## src/core/id_code_and_gpio_pkg.sv

```systemverilog
// Purpose: constants for the identification-code input and general-purpose pin block
// Assumes: 10 MHz ref_clk, registers reached through a simple byte-wide port
// Notes:   offsets are the printed register addresses
package id_code_and_gpio_pkg;
  localparam logic [7:0] OFS_INT_STATUS_TWO = 8'h42;
  localparam logic [7:0] OFS_ID_CODE_GPIO   = 8'h43;
  localparam logic [7:0] OFS_INT_MASK_TWO   = 8'h75;
  localparam logic [7:0] OFS_CONFIG_FIVE    = 8'h7c;
  // field positions
  localparam int BIT_THRESHOLD   = 6;
  localparam int BIT_PIN_FUNC    = 7;
  localparam int BIT_SIXTH_CODE  = 5;
  localparam int BIT_FLAG        = 0;
  localparam int BIT_GPIO_EN     = 4;
  localparam int BIT_PIN_SIX_LO  = 2;
  // pin-six field encodings
  localparam logic [1:0] PIN_SIX_INPUT  = 2'h0;
  localparam logic [1:0] PIN_SIX_OUTPUT = 2'h1;
  localparam logic [7:0] RESET_BYTE     = 8'h00;
  // history window
  localparam int CLK_PERIOD_NS   = 100;
  localparam int HISTORY_NS      = 11000;
  localparam int HISTORY_CYCLES  = HISTORY_NS / CLK_PERIOD_NS;
  localparam int CODE_WIDTH      = 6;
endpackage

```

## src/core/code_sync.sv

```systemverilog
// Purpose: two-flop synchroniser for a bus of asynchronous pins
// Assumes: single clock, asynchronous active-low reset
// Notes:   first stage is read only by the second
`timescale 1ns/1ps
module code_sync #(
  parameter int WIDTH = 6
) (
  // clock and reset
  input  wire logic             ref_clk,
  input  wire logic             rst_n,
  // data
  input  wire logic [WIDTH-1:0] async_in,
  output logic      [WIDTH-1:0] sync_out
);
  logic [WIDTH-1:0] meta_ff;
  logic [WIDTH-1:0] sync_ff;

  always_ff @(posedge ref_clk or negedge rst_n) begin
    if (!rst_n) begin
      meta_ff <= '0;
      sync_ff <= '0;
    end else begin
      meta_ff <= async_in;
      sync_ff <= meta_ff;
    end
  end

  assign sync_out = sync_ff;
endmodule

```

## src/core/vid_input_change_detect_gpio.sv

```systemverilog
// Purpose: identification-code inputs, shared pin select, change detect, alert, GPIO mode
// Assumes: registers reached through a simple byte-wide read/write port, one access per cycle
// Notes:   status flag cleared by reading it; set wins over the read clear
//
// Notes on behaviour
// - a register bit picks the code-input threshold, nominal when clear and reduced when set.
// - a register bit makes the shared pin a supply input when clear or the sixth code input when set.
// - in supply mode the sixth code bit always reads zero.
// - in supply mode the shared status bit reports supply out-of-limit results.
// - in code mode the sixth code bit shows the shared pin's present level, or its written level while GPIO is enabled.
// - in code mode code changes are detected and reported in the shared status bit.
// - the change flag sets when present code levels differ from those 11 us earlier.
// - a detected code change raises the alert unless masked.
// - the mask bit suppresses the alert while the change is still recorded.
// - the GPIO enable bit turns every pin used as a code input into an output.
// - each output drives the level software last wrote to its code bit.
// - general pin six is configured on its own through a two-bit field.
// - general pins are numbered zero to four and six with no pin five.
// - bits zero to four show the five dedicated code input levels, or their written levels while GPIO is enabled.
`timescale 1ns/1ps
module vid_input_change_detect_gpio
  import id_code_and_gpio_pkg::*;
#(
  parameter int HIST_CYCLES = HISTORY_CYCLES
) (
  // clock and reset
  input  wire logic       ref_clk,
  input  wire logic       rst_n,
  // register port
  input  wire logic       reg_wr,
  input  wire logic       reg_rd,
  input  wire logic [7:0] reg_addr,
  input  wire logic [7:0] reg_wdata,
  output logic      [7:0] reg_rdata,
  // code pins 0..4 and shared pin (index 5 = pin six)
  input  wire logic [5:0] code_pin_in,
  output logic      [5:0] code_pin_out,
  output logic      [5:0] code_pin_oe,
  // analog front end hooks
  input  wire logic       supply_out_of_limit,
  output logic            code_threshold_select,
  output logic            shared_pin_function_select,
  // alert, active low
  output logic            alert_n
);
  typedef enum logic [1:0] {
    ST_IDLE  = 2'b01,
    ST_ARMED = 2'b10
  } hist_state_type;

  logic [5:0]  code_sync;
  logic [7:0]  code_reg_ff, nxt_code_reg;
  logic        mask_ff, nxt_mask;
  logic [7:0]  cfg5_ff, nxt_cfg5;
  logic        flag_ff, nxt_flag;
  logic [5:0]  hist_ff, nxt_hist;
  logic [15:0] cnt_ff, nxt_cnt;
  hist_state_type st_ff, nxt_st;
  logic [7:0]  rdata_ff, nxt_rdata;
  logic [5:0]  live_mask;
  logic        code_mode, gpio_en, change_evt, rd_status;
  logic [7:0]  code_view;

  code_sync #(.WIDTH(CODE_WIDTH)) u_sync (
    .ref_clk  (ref_clk),
    .rst_n    (rst_n),
    .async_in (code_pin_in),
    .sync_out (code_sync)
  );

  assign code_mode = code_reg_ff[BIT_PIN_FUNC];
  assign gpio_en   = cfg5_ff[BIT_GPIO_EN];
  assign code_threshold_select      = code_reg_ff[BIT_THRESHOLD];
  assign shared_pin_function_select = code_mode;
  // pins 0..4 always take part in the comparison, even as GPIO outputs; the shared pin only in code mode
  assign live_mask = {code_mode, 5'h1f};
  assign change_evt = (st_ff == ST_ARMED) && (cnt_ff == 16'(HIST_CYCLES - 1))
                      && (((code_sync ^ hist_ff) & live_mask) != 6'h00);
  assign rd_status = reg_rd && (reg_addr == OFS_INT_STATUS_TWO);

  // history snapshot every window; compared against present levels at window end
  always_comb begin
    nxt_st   = st_ff;
    nxt_cnt  = cnt_ff;
    nxt_hist = hist_ff;
    case (st_ff)
      ST_IDLE: begin
        nxt_hist = code_sync;
        nxt_cnt  = 16'h0000;
        nxt_st   = ST_ARMED;
      end
      ST_ARMED: begin
        if (cnt_ff == 16'(HIST_CYCLES - 1)) begin
          nxt_hist = code_sync;
          nxt_cnt  = 16'h0000;
        end else begin
          nxt_cnt = cnt_ff + 16'h0001;
        end
      end
      default: nxt_st = ST_IDLE;
    endcase
  end

  // shared flag: change in code mode, supply limit otherwise; set beats read clear
  always_comb begin
    nxt_flag = flag_ff;
    if (rd_status) nxt_flag = 1'b0;
    if (code_mode && change_evt) nxt_flag = 1'b1;
    if (!code_mode && supply_out_of_limit) nxt_flag = 1'b1;
  end

  always_comb begin
    nxt_code_reg = code_reg_ff;
    nxt_mask     = mask_ff;
    nxt_cfg5     = cfg5_ff;
    if (reg_wr) begin
      if (reg_addr == OFS_ID_CODE_GPIO) begin
        nxt_code_reg = reg_wdata;
      end else if (reg_addr == OFS_INT_MASK_TWO) begin
        nxt_mask = reg_wdata[BIT_FLAG];
      end else if (reg_addr == OFS_CONFIG_FIVE) begin
        nxt_cfg5 = reg_wdata;
      end
    end
  end

  always_comb begin
    // in GPIO mode bits show the driven levels, else live pin levels
    code_view = {code_reg_ff[7:6], 6'h00};
    code_view[4:0] = gpio_en ? code_reg_ff[4:0] : code_sync[4:0];
    if (code_mode) begin
      code_view[BIT_SIXTH_CODE] = gpio_en ? code_reg_ff[BIT_SIXTH_CODE]
                                          : code_sync[BIT_SIXTH_CODE];
    end else begin
      code_view[BIT_SIXTH_CODE] = 1'b0;
    end
    nxt_rdata = 8'h00;
    if (reg_rd) begin
      if (reg_addr == OFS_INT_STATUS_TWO) begin
        nxt_rdata = {7'h00, flag_ff};
      end else if (reg_addr == OFS_ID_CODE_GPIO) begin
        nxt_rdata = code_view;
      end else if (reg_addr == OFS_INT_MASK_TWO) begin
        nxt_rdata = {7'h00, mask_ff};
      end else if (reg_addr == OFS_CONFIG_FIVE) begin
        nxt_rdata = cfg5_ff;
      end
    end
  end

  always_ff @(posedge ref_clk or negedge rst_n) begin
    if (!rst_n) begin
      code_reg_ff <= RESET_BYTE;
      mask_ff     <= 1'b0;
      cfg5_ff     <= RESET_BYTE;
      flag_ff     <= 1'b0;
      hist_ff     <= 6'h00;
      cnt_ff      <= 16'h0000;
      st_ff       <= ST_IDLE;
      rdata_ff    <= RESET_BYTE;
    end else begin
      code_reg_ff <= nxt_code_reg;
      mask_ff     <= nxt_mask;
      cfg5_ff     <= nxt_cfg5;
      flag_ff     <= nxt_flag;
      hist_ff     <= nxt_hist;
      cnt_ff      <= nxt_cnt;
      st_ff       <= nxt_st;
      rdata_ff    <= nxt_rdata;
    end
  end

  assign reg_rdata = rdata_ff;
  // alert from the recorded flag; mask gates only the alert
  assign alert_n = !(flag_ff && !mask_ff);

  // pins 0..4 become outputs when GPIO enabled; pin six (index 5) has its own field
  always_comb begin
    code_pin_out = {1'b0, code_reg_ff[4:0]};
    code_pin_oe  = {1'b0, {5{gpio_en}}};
    if (cfg5_ff[BIT_PIN_SIX_LO +: 2] == PIN_SIX_OUTPUT) begin
      code_pin_oe[5]  = 1'b1;
      code_pin_out[5] = code_reg_ff[BIT_SIXTH_CODE];
    end else if (gpio_en && code_mode) begin
      code_pin_oe[5]  = 1'b1;
      code_pin_out[5] = code_reg_ff[BIT_SIXTH_CODE];
    end
  end
endmodule
```

## config.mk

```make
export PLATFORM = sky130hd
export DESIGN_NAME = vid_input_change_detect_gpio
export DESIGN_NICKNAME = d
export VERILOG_FILES = /design/src/core/id_code_and_gpio_pkg.sv /design/src/core/code_sync.sv /design/src/core/vid_input_change_detect_gpio.sv
export SDC_FILE = /design/constraint.sdc
export NUM_CORES = 1
export LEC_CHECK = 0
export ABC_AREA = 1
export BUFFER_PORTS_ARGS = -buffer_cell sky130_fd_sc_hd__buf_4
export CORE_MARGIN = 4
export CORE_UTILIZATION = 40
export CTS_CLUSTER_DIAMETER = 50
export DETAILED_ROUTE_END_ITERATION = 6
export PLACE_DENSITY_LB_ADDON = 0.12
export SYNTH_ARGS = -nofsm -noshare
export SYNTH_HDL_FRONTEND = slang
export SYNTH_HIERARCHICAL = 1
export SYNTH_SLANG_ARGS = --single-unit
```

## constraint.sdc

```tcl
create_clock -name ref_clk -period 1.7 [get_ports ref_clk]
set_clock_uncertainty 0.05 [all_clocks]
set_input_delay 0.255 -clock ref_clk [delete_from_list [all_inputs] [get_ports ref_clk]]
set_output_delay 0.255 -clock ref_clk [all_outputs]
set_load 0.01 [all_outputs]
```

# Word level (Yosys, flattened, before mapping)
# Index checks and enable logic that the tools add are counted.
# Widths: inputs -> output; s select.
[totals]
register_bits = 62
inputBits = 27
out_inout_bits = 23
elab_cells = 61
[classes]
addsub = 1
n_eq_ne = 9
mux = 20
n_bitwise = 4
n_reduce_logical = 17
[op_table]
columns = ["op", "n"]
rows = [
  ["$mux 8", 5],
  ["$eq 8x7->1 const B", 4],
  ["$pmux 16 s2", 1],
  ["$add 16x1->16 const B", 1],
  ["$eq 16x7->1 const B", 1],
  ["$mux 16", 1],
  ["$pmux 6 s2", 1],
  ["$mux 1", 9],
  ["$logic_and 1x1->1", 7],
  ["$and 6x6->6", 1],
  ["$mux 6", 1],
  ["$reduce_bool 6->1", 1],
  ["$xor 6x6->6", 1],
  ["$mux 5", 1],
  ["$eq 2x1->1 const B", 2],
  ["$pmux 2 s2", 1],
  ["$reduce_and 2->1", 2],
  ["$reduce_and 4->1", 1],
  ["$logic_not 1->1", 3],
  ["$reduce_and 3->1", 1],
  ["$reduce_bool 3->1", 1],
  ["$eq 2x2->1 const B", 1],
  ["$ne 2x1->1 const B", 1],
  ["$not 1->1", 2],
  ["$reduce_bool 2->1", 1],
]

# Depth between registers and ports, before layout
[logic_depth]
ltp_word = 7
mapped_depth = 11
depth_no_buf = 11

# Cells and area by module
# The synthesis kept the hierarchy.
[by_module_without_submodules]
columns = ["module", "n_inst", "cells_each", "area_per_inst_um2", "seq_area_each_um2"]
rows = [
  ["vid_input_change_detect_gpio", 1, 382, 2912.8, 1252.5],
  ["code_sync", 1, 12, 300.3, 300.3],
]

# Worst setup path before layout
# No wires, ideal clock.
[synth_path]
path_type = "reg2reg"
start = "reg st_ff[0]"
end = "reg cnt_ff[8]"
setup_ps = 120
arrival_ps = 1562
required_time_ps = 1530
slack_ps = -31
path_stages_with_launch = 10
n_path_buf = 0
synth_period_minus_slack_ps = 1731
path_cell_list = "dfstp_2 > inv_1 > ha_1 > inv_1 > nand2_1 > nor2_1 > nand2_1 > nor2_1 > xor2_1 > nor2_1"
[synth_between]
elab_chain_len = 2
word_cells_on_any_way = 4
classes_between = "eq/ne: 2; mux: 1; reduce/logical: 1"
[synth_rtl]
columns = ["item", "line", "rtl"]
rows = [
  ["from (decl)", "vid_input_change_detect_gpio.sv:58", "hist_state_type st_ff, nxt_st;"],
  ["from (signal assigned)", "vid_input_change_detect_gpio.sv:168", "st_ff <= nxt_st;"],
  ["$eq 2x2->1 or $eq 2x1->1 (tied branches)", "vid_input_change_detect_gpio.sv:86", "case (st_ff)"],
  ["$pmux 16 s2 or $reduce_bool 2->1 (tied branches)", "--", ""],
  ["to (signal assigned)", "vid_input_change_detect_gpio.sv:167", "cnt_ff <= nxt_cnt;"],
  ["to (decl)", "vid_input_change_detect_gpio.sv:57", "logic [15:0] cnt_ff, nxt_cnt;"],
]
# Parallel ways exist; a longest one is shown, timed or not.
# A chain may end at the register's enable or synchronous reset.

# Worst setup path in the final report
# Same ends and word-level chain as after synthesis.

==> results.json <==
{
  "post-dp-hpwl_um": 5400,
  "status": "finished clean",
  "grt_first_pass_wirelength_um": 12300,
  "grt-ovfl-total": 0,
  "clk_pin_slew_ps": 70,
  "numCtsBuffers": 9,
  "syn_avg_cell_area_sq_um": 8.16,
  "htreeDepth": 3,
  "ys_warn_count": 6,
  "layout_common_cells": "nand2_1, buf_4, dfrtp_1, inv_1, nor2_1",
  "first_pass_iters": 4,
  "die-area_sq_um": 9530,
  "yosys_register_bits": 62,
  "rsz0062_at_grt": "true",
  "worstSkewPairLatency_ps": 340,
  "slew_headroom": 0.717,
  "synthCells": 394,
  "num_vias": 2635,
  "required_ps": 1870,
  "finalWirelength_um": 7360,
  "layout_commonest_cell": "nand2_1",
  "max_freq_mhz": 612,
  "antenna_cells": 0,
  "crit_type": "reg2reg",
  "die_y_um": 97.6,
  "wl_per_cell_um": 13.1,
  "powerDensity_nw_per_um2": 822,
  "ir_drop_mv": 0.460,
  "cts_tree": "done",
  "grt_max_degree": 33,
  "ys_seq_area_frac": 0.483,
  "row_count": 32,
  "ioPinCount": 50,
  "gp_congestion": 0.884,
  "core_sq_um": 7770,
  "ant_nets": 0,
  "cts_root_buf": "clkbuf_8",
  "nets": 488,
  "worst_ep_arrival_time_ps": 1810,
  "holdCritStartpoint": "reg_wdata[0]",
  "drv_slew": 0,
  "crit_path_max_fanout": 4,
  "vias_per_cell": 4.67,
  "syn_area_sq_um": 3210,
  "drc_errors": 0,
  "worst_pin_slew_ps": 424,
  "hold_viol_final": 0,
  "die_x_um": 97.6,
  "hp-class": "in2reg",
  "antenna_found_initial": 0,
  "holdWs_ps": 104,
  "period_share": 0.961,
  "clockBufferDepth": 2,
  "syn-num-nets": 425,
  "area_growth_pct": 24.8,
  "synthDistinctLibCells": 34,
  "initial_utilization": 0.414,
  "p_leak_nw": 2.07,
  "drive_above_1_share": 0.262,
  "power_mw": 3.30,
  "crit_start": "st_ff[0]$_DFFE_PN1N_",
  "start_kind": "flip-flop",
  "drv_cap": 0,
  "fin_crit_ps": 1630,
  "setup_viol_count_final": 0,
  "numPortBuffers": 49,
  "r2r_start": "st_ff[0]$_DFFE_PN1N_",
  "cp-end-kind": "flip-flop",
  "drtIter0Drc": 91,
  "first_global_vias": 2480,
  "grt_use_total": 0.162,
  "cts_sinks": 62
}
-- flip-flops by register name, summed over array words and instances (netlist names) --
register and cells:
reg_rdata 8, cfg5_ff 8, u_sync/sync_out 6, flag_ff 1
cnt_ff 16, hist_ff 6, u_sync/meta_ff 6, mask_ff 1
code_reg_ff 8, st_ff 2
-- cell families after synthesis --
kind of cell,Yosys count,synth area share
adders and majority gates,4,0.0156
AOI/OAI and AO/OA,43,0.0880
xor gates and xnor gates,8,0.0218
DFF,62,0.483
buffers and inverters,66,0.100
and+or+nand+nor,211,0.291
-- stage by stage --
step                      cells  instance area (sq um)  worst slack, ps   util  setup TNS [ps]
after detailed placement    538                   3660            -44.2  0.471           -89.6
after global routing        564                   4010            -33.7  0.516           -88.2
after global placement      538                   3660             20.6  0.471               0
after CTS                   561                   3980             18.4  0.513               0
after floorplan             394                   3210             18.3      -               0
final                       564                   4010             66.3  0.516               0
-- Yosys cell counts (all sizes together) --
cell | count | share of area
a21boi | 1 | 0.0023
dfstp | 1 | 0.0082
xnor2 | 2 | 0.0055
a21o | 1 | 0.0023
dfrtp | 61 | 0.48
clkbuf | 2 | 0.0027
nand2 | 126 | 0.16
o21ai | 32 | 0.069
and2 | 2 | 0.0047
nand4 | 11 | 0.021
xor2 | 6 | 0.016
nor2 | 40 | 0.048
inv | 48 | 0.056
ha | 4 | 0.016
nand3 | 27 | 0.046
o21a | 1 | 0.0023
nor3 | 4 | 0.011
buf | 16 | 0.042
nor4 | 1 | 0.0019
a21oi | 8 | 0.012
-- final timing paths --
| path | cells after the start | slack, ps | endpoint |
|---|---|---|---|
| setup / recovery | 9 | 70 | cnt_ff[8]$_DFFE_PN0P_ |
| hold / removal | 3 | 100 | mask_ff$_DFFE_PN0P_ |
| setup reg to reg | 9 | 70 | cnt_ff[8]$_DFFE_PN0P_ |
| hold reg to reg | 0 | 300 | u_sync/sync_out[4]$_DFF_PN0_ |
| max in group asynchronous | 3 | 740 | st_ff[0]$_DFFE_PN1N_ |
| min in group asynchronous | 2 | 340 | u_sync/meta_ff[2]$_DFF_PN0_ |
-- what timing repair did --
item,in CTS,in global routing
setup buffers,0,3
pin swaps,0,4
hold buffers,7,0
resized for setup,4,4
endpoints found under the hold margin,35,0
setup endpoints to repair,4,6
-- cell type report --
class,count,area (sq um)
flip-flops and latches,62,1550
fillers,765,3760
repair buffers,70,556
clock buffers,13,169
well taps,102,128
clock inverters,3,65.1
inverters,48,180
multi-input cells,266,1360
-- report_power, final --
group          total (mW)  leakage, nW  internal [mW]  switching, mW
Sequential           1.55        0.778           1.52         0.0322
Clock                1.51        0.120          0.944          0.570
Combinational       0.234         1.18          0.115          0.119
Total                3.30         2.07           2.58          0.721
-- worst max-delay path: stages, from the launching register on --
cell     delay (ps)
dfstp_2         560
inv_2            50
ha_4            210
inv_2            60
nand2_2          50
nor2_2          110
nand2_2          90
nor2_2          130
xor2_1          160
nor2_1           50
-- metal layers --
| layer | wire length, um | vias up | track usage |
|---|---|---|---|
| li1 | - | 1357 | - |
| met1 | 3620 | 1231 | 0.227 |
| met2 | 3420 | 43 | 0.243 |
| met3 | 278 | 4 | 0.0402 |
| met4 | 51 | 0 | 0.0575 |
| met5 | 0 | - | 0 |
No activity file was read; power rests on OpenSTA's default activity.
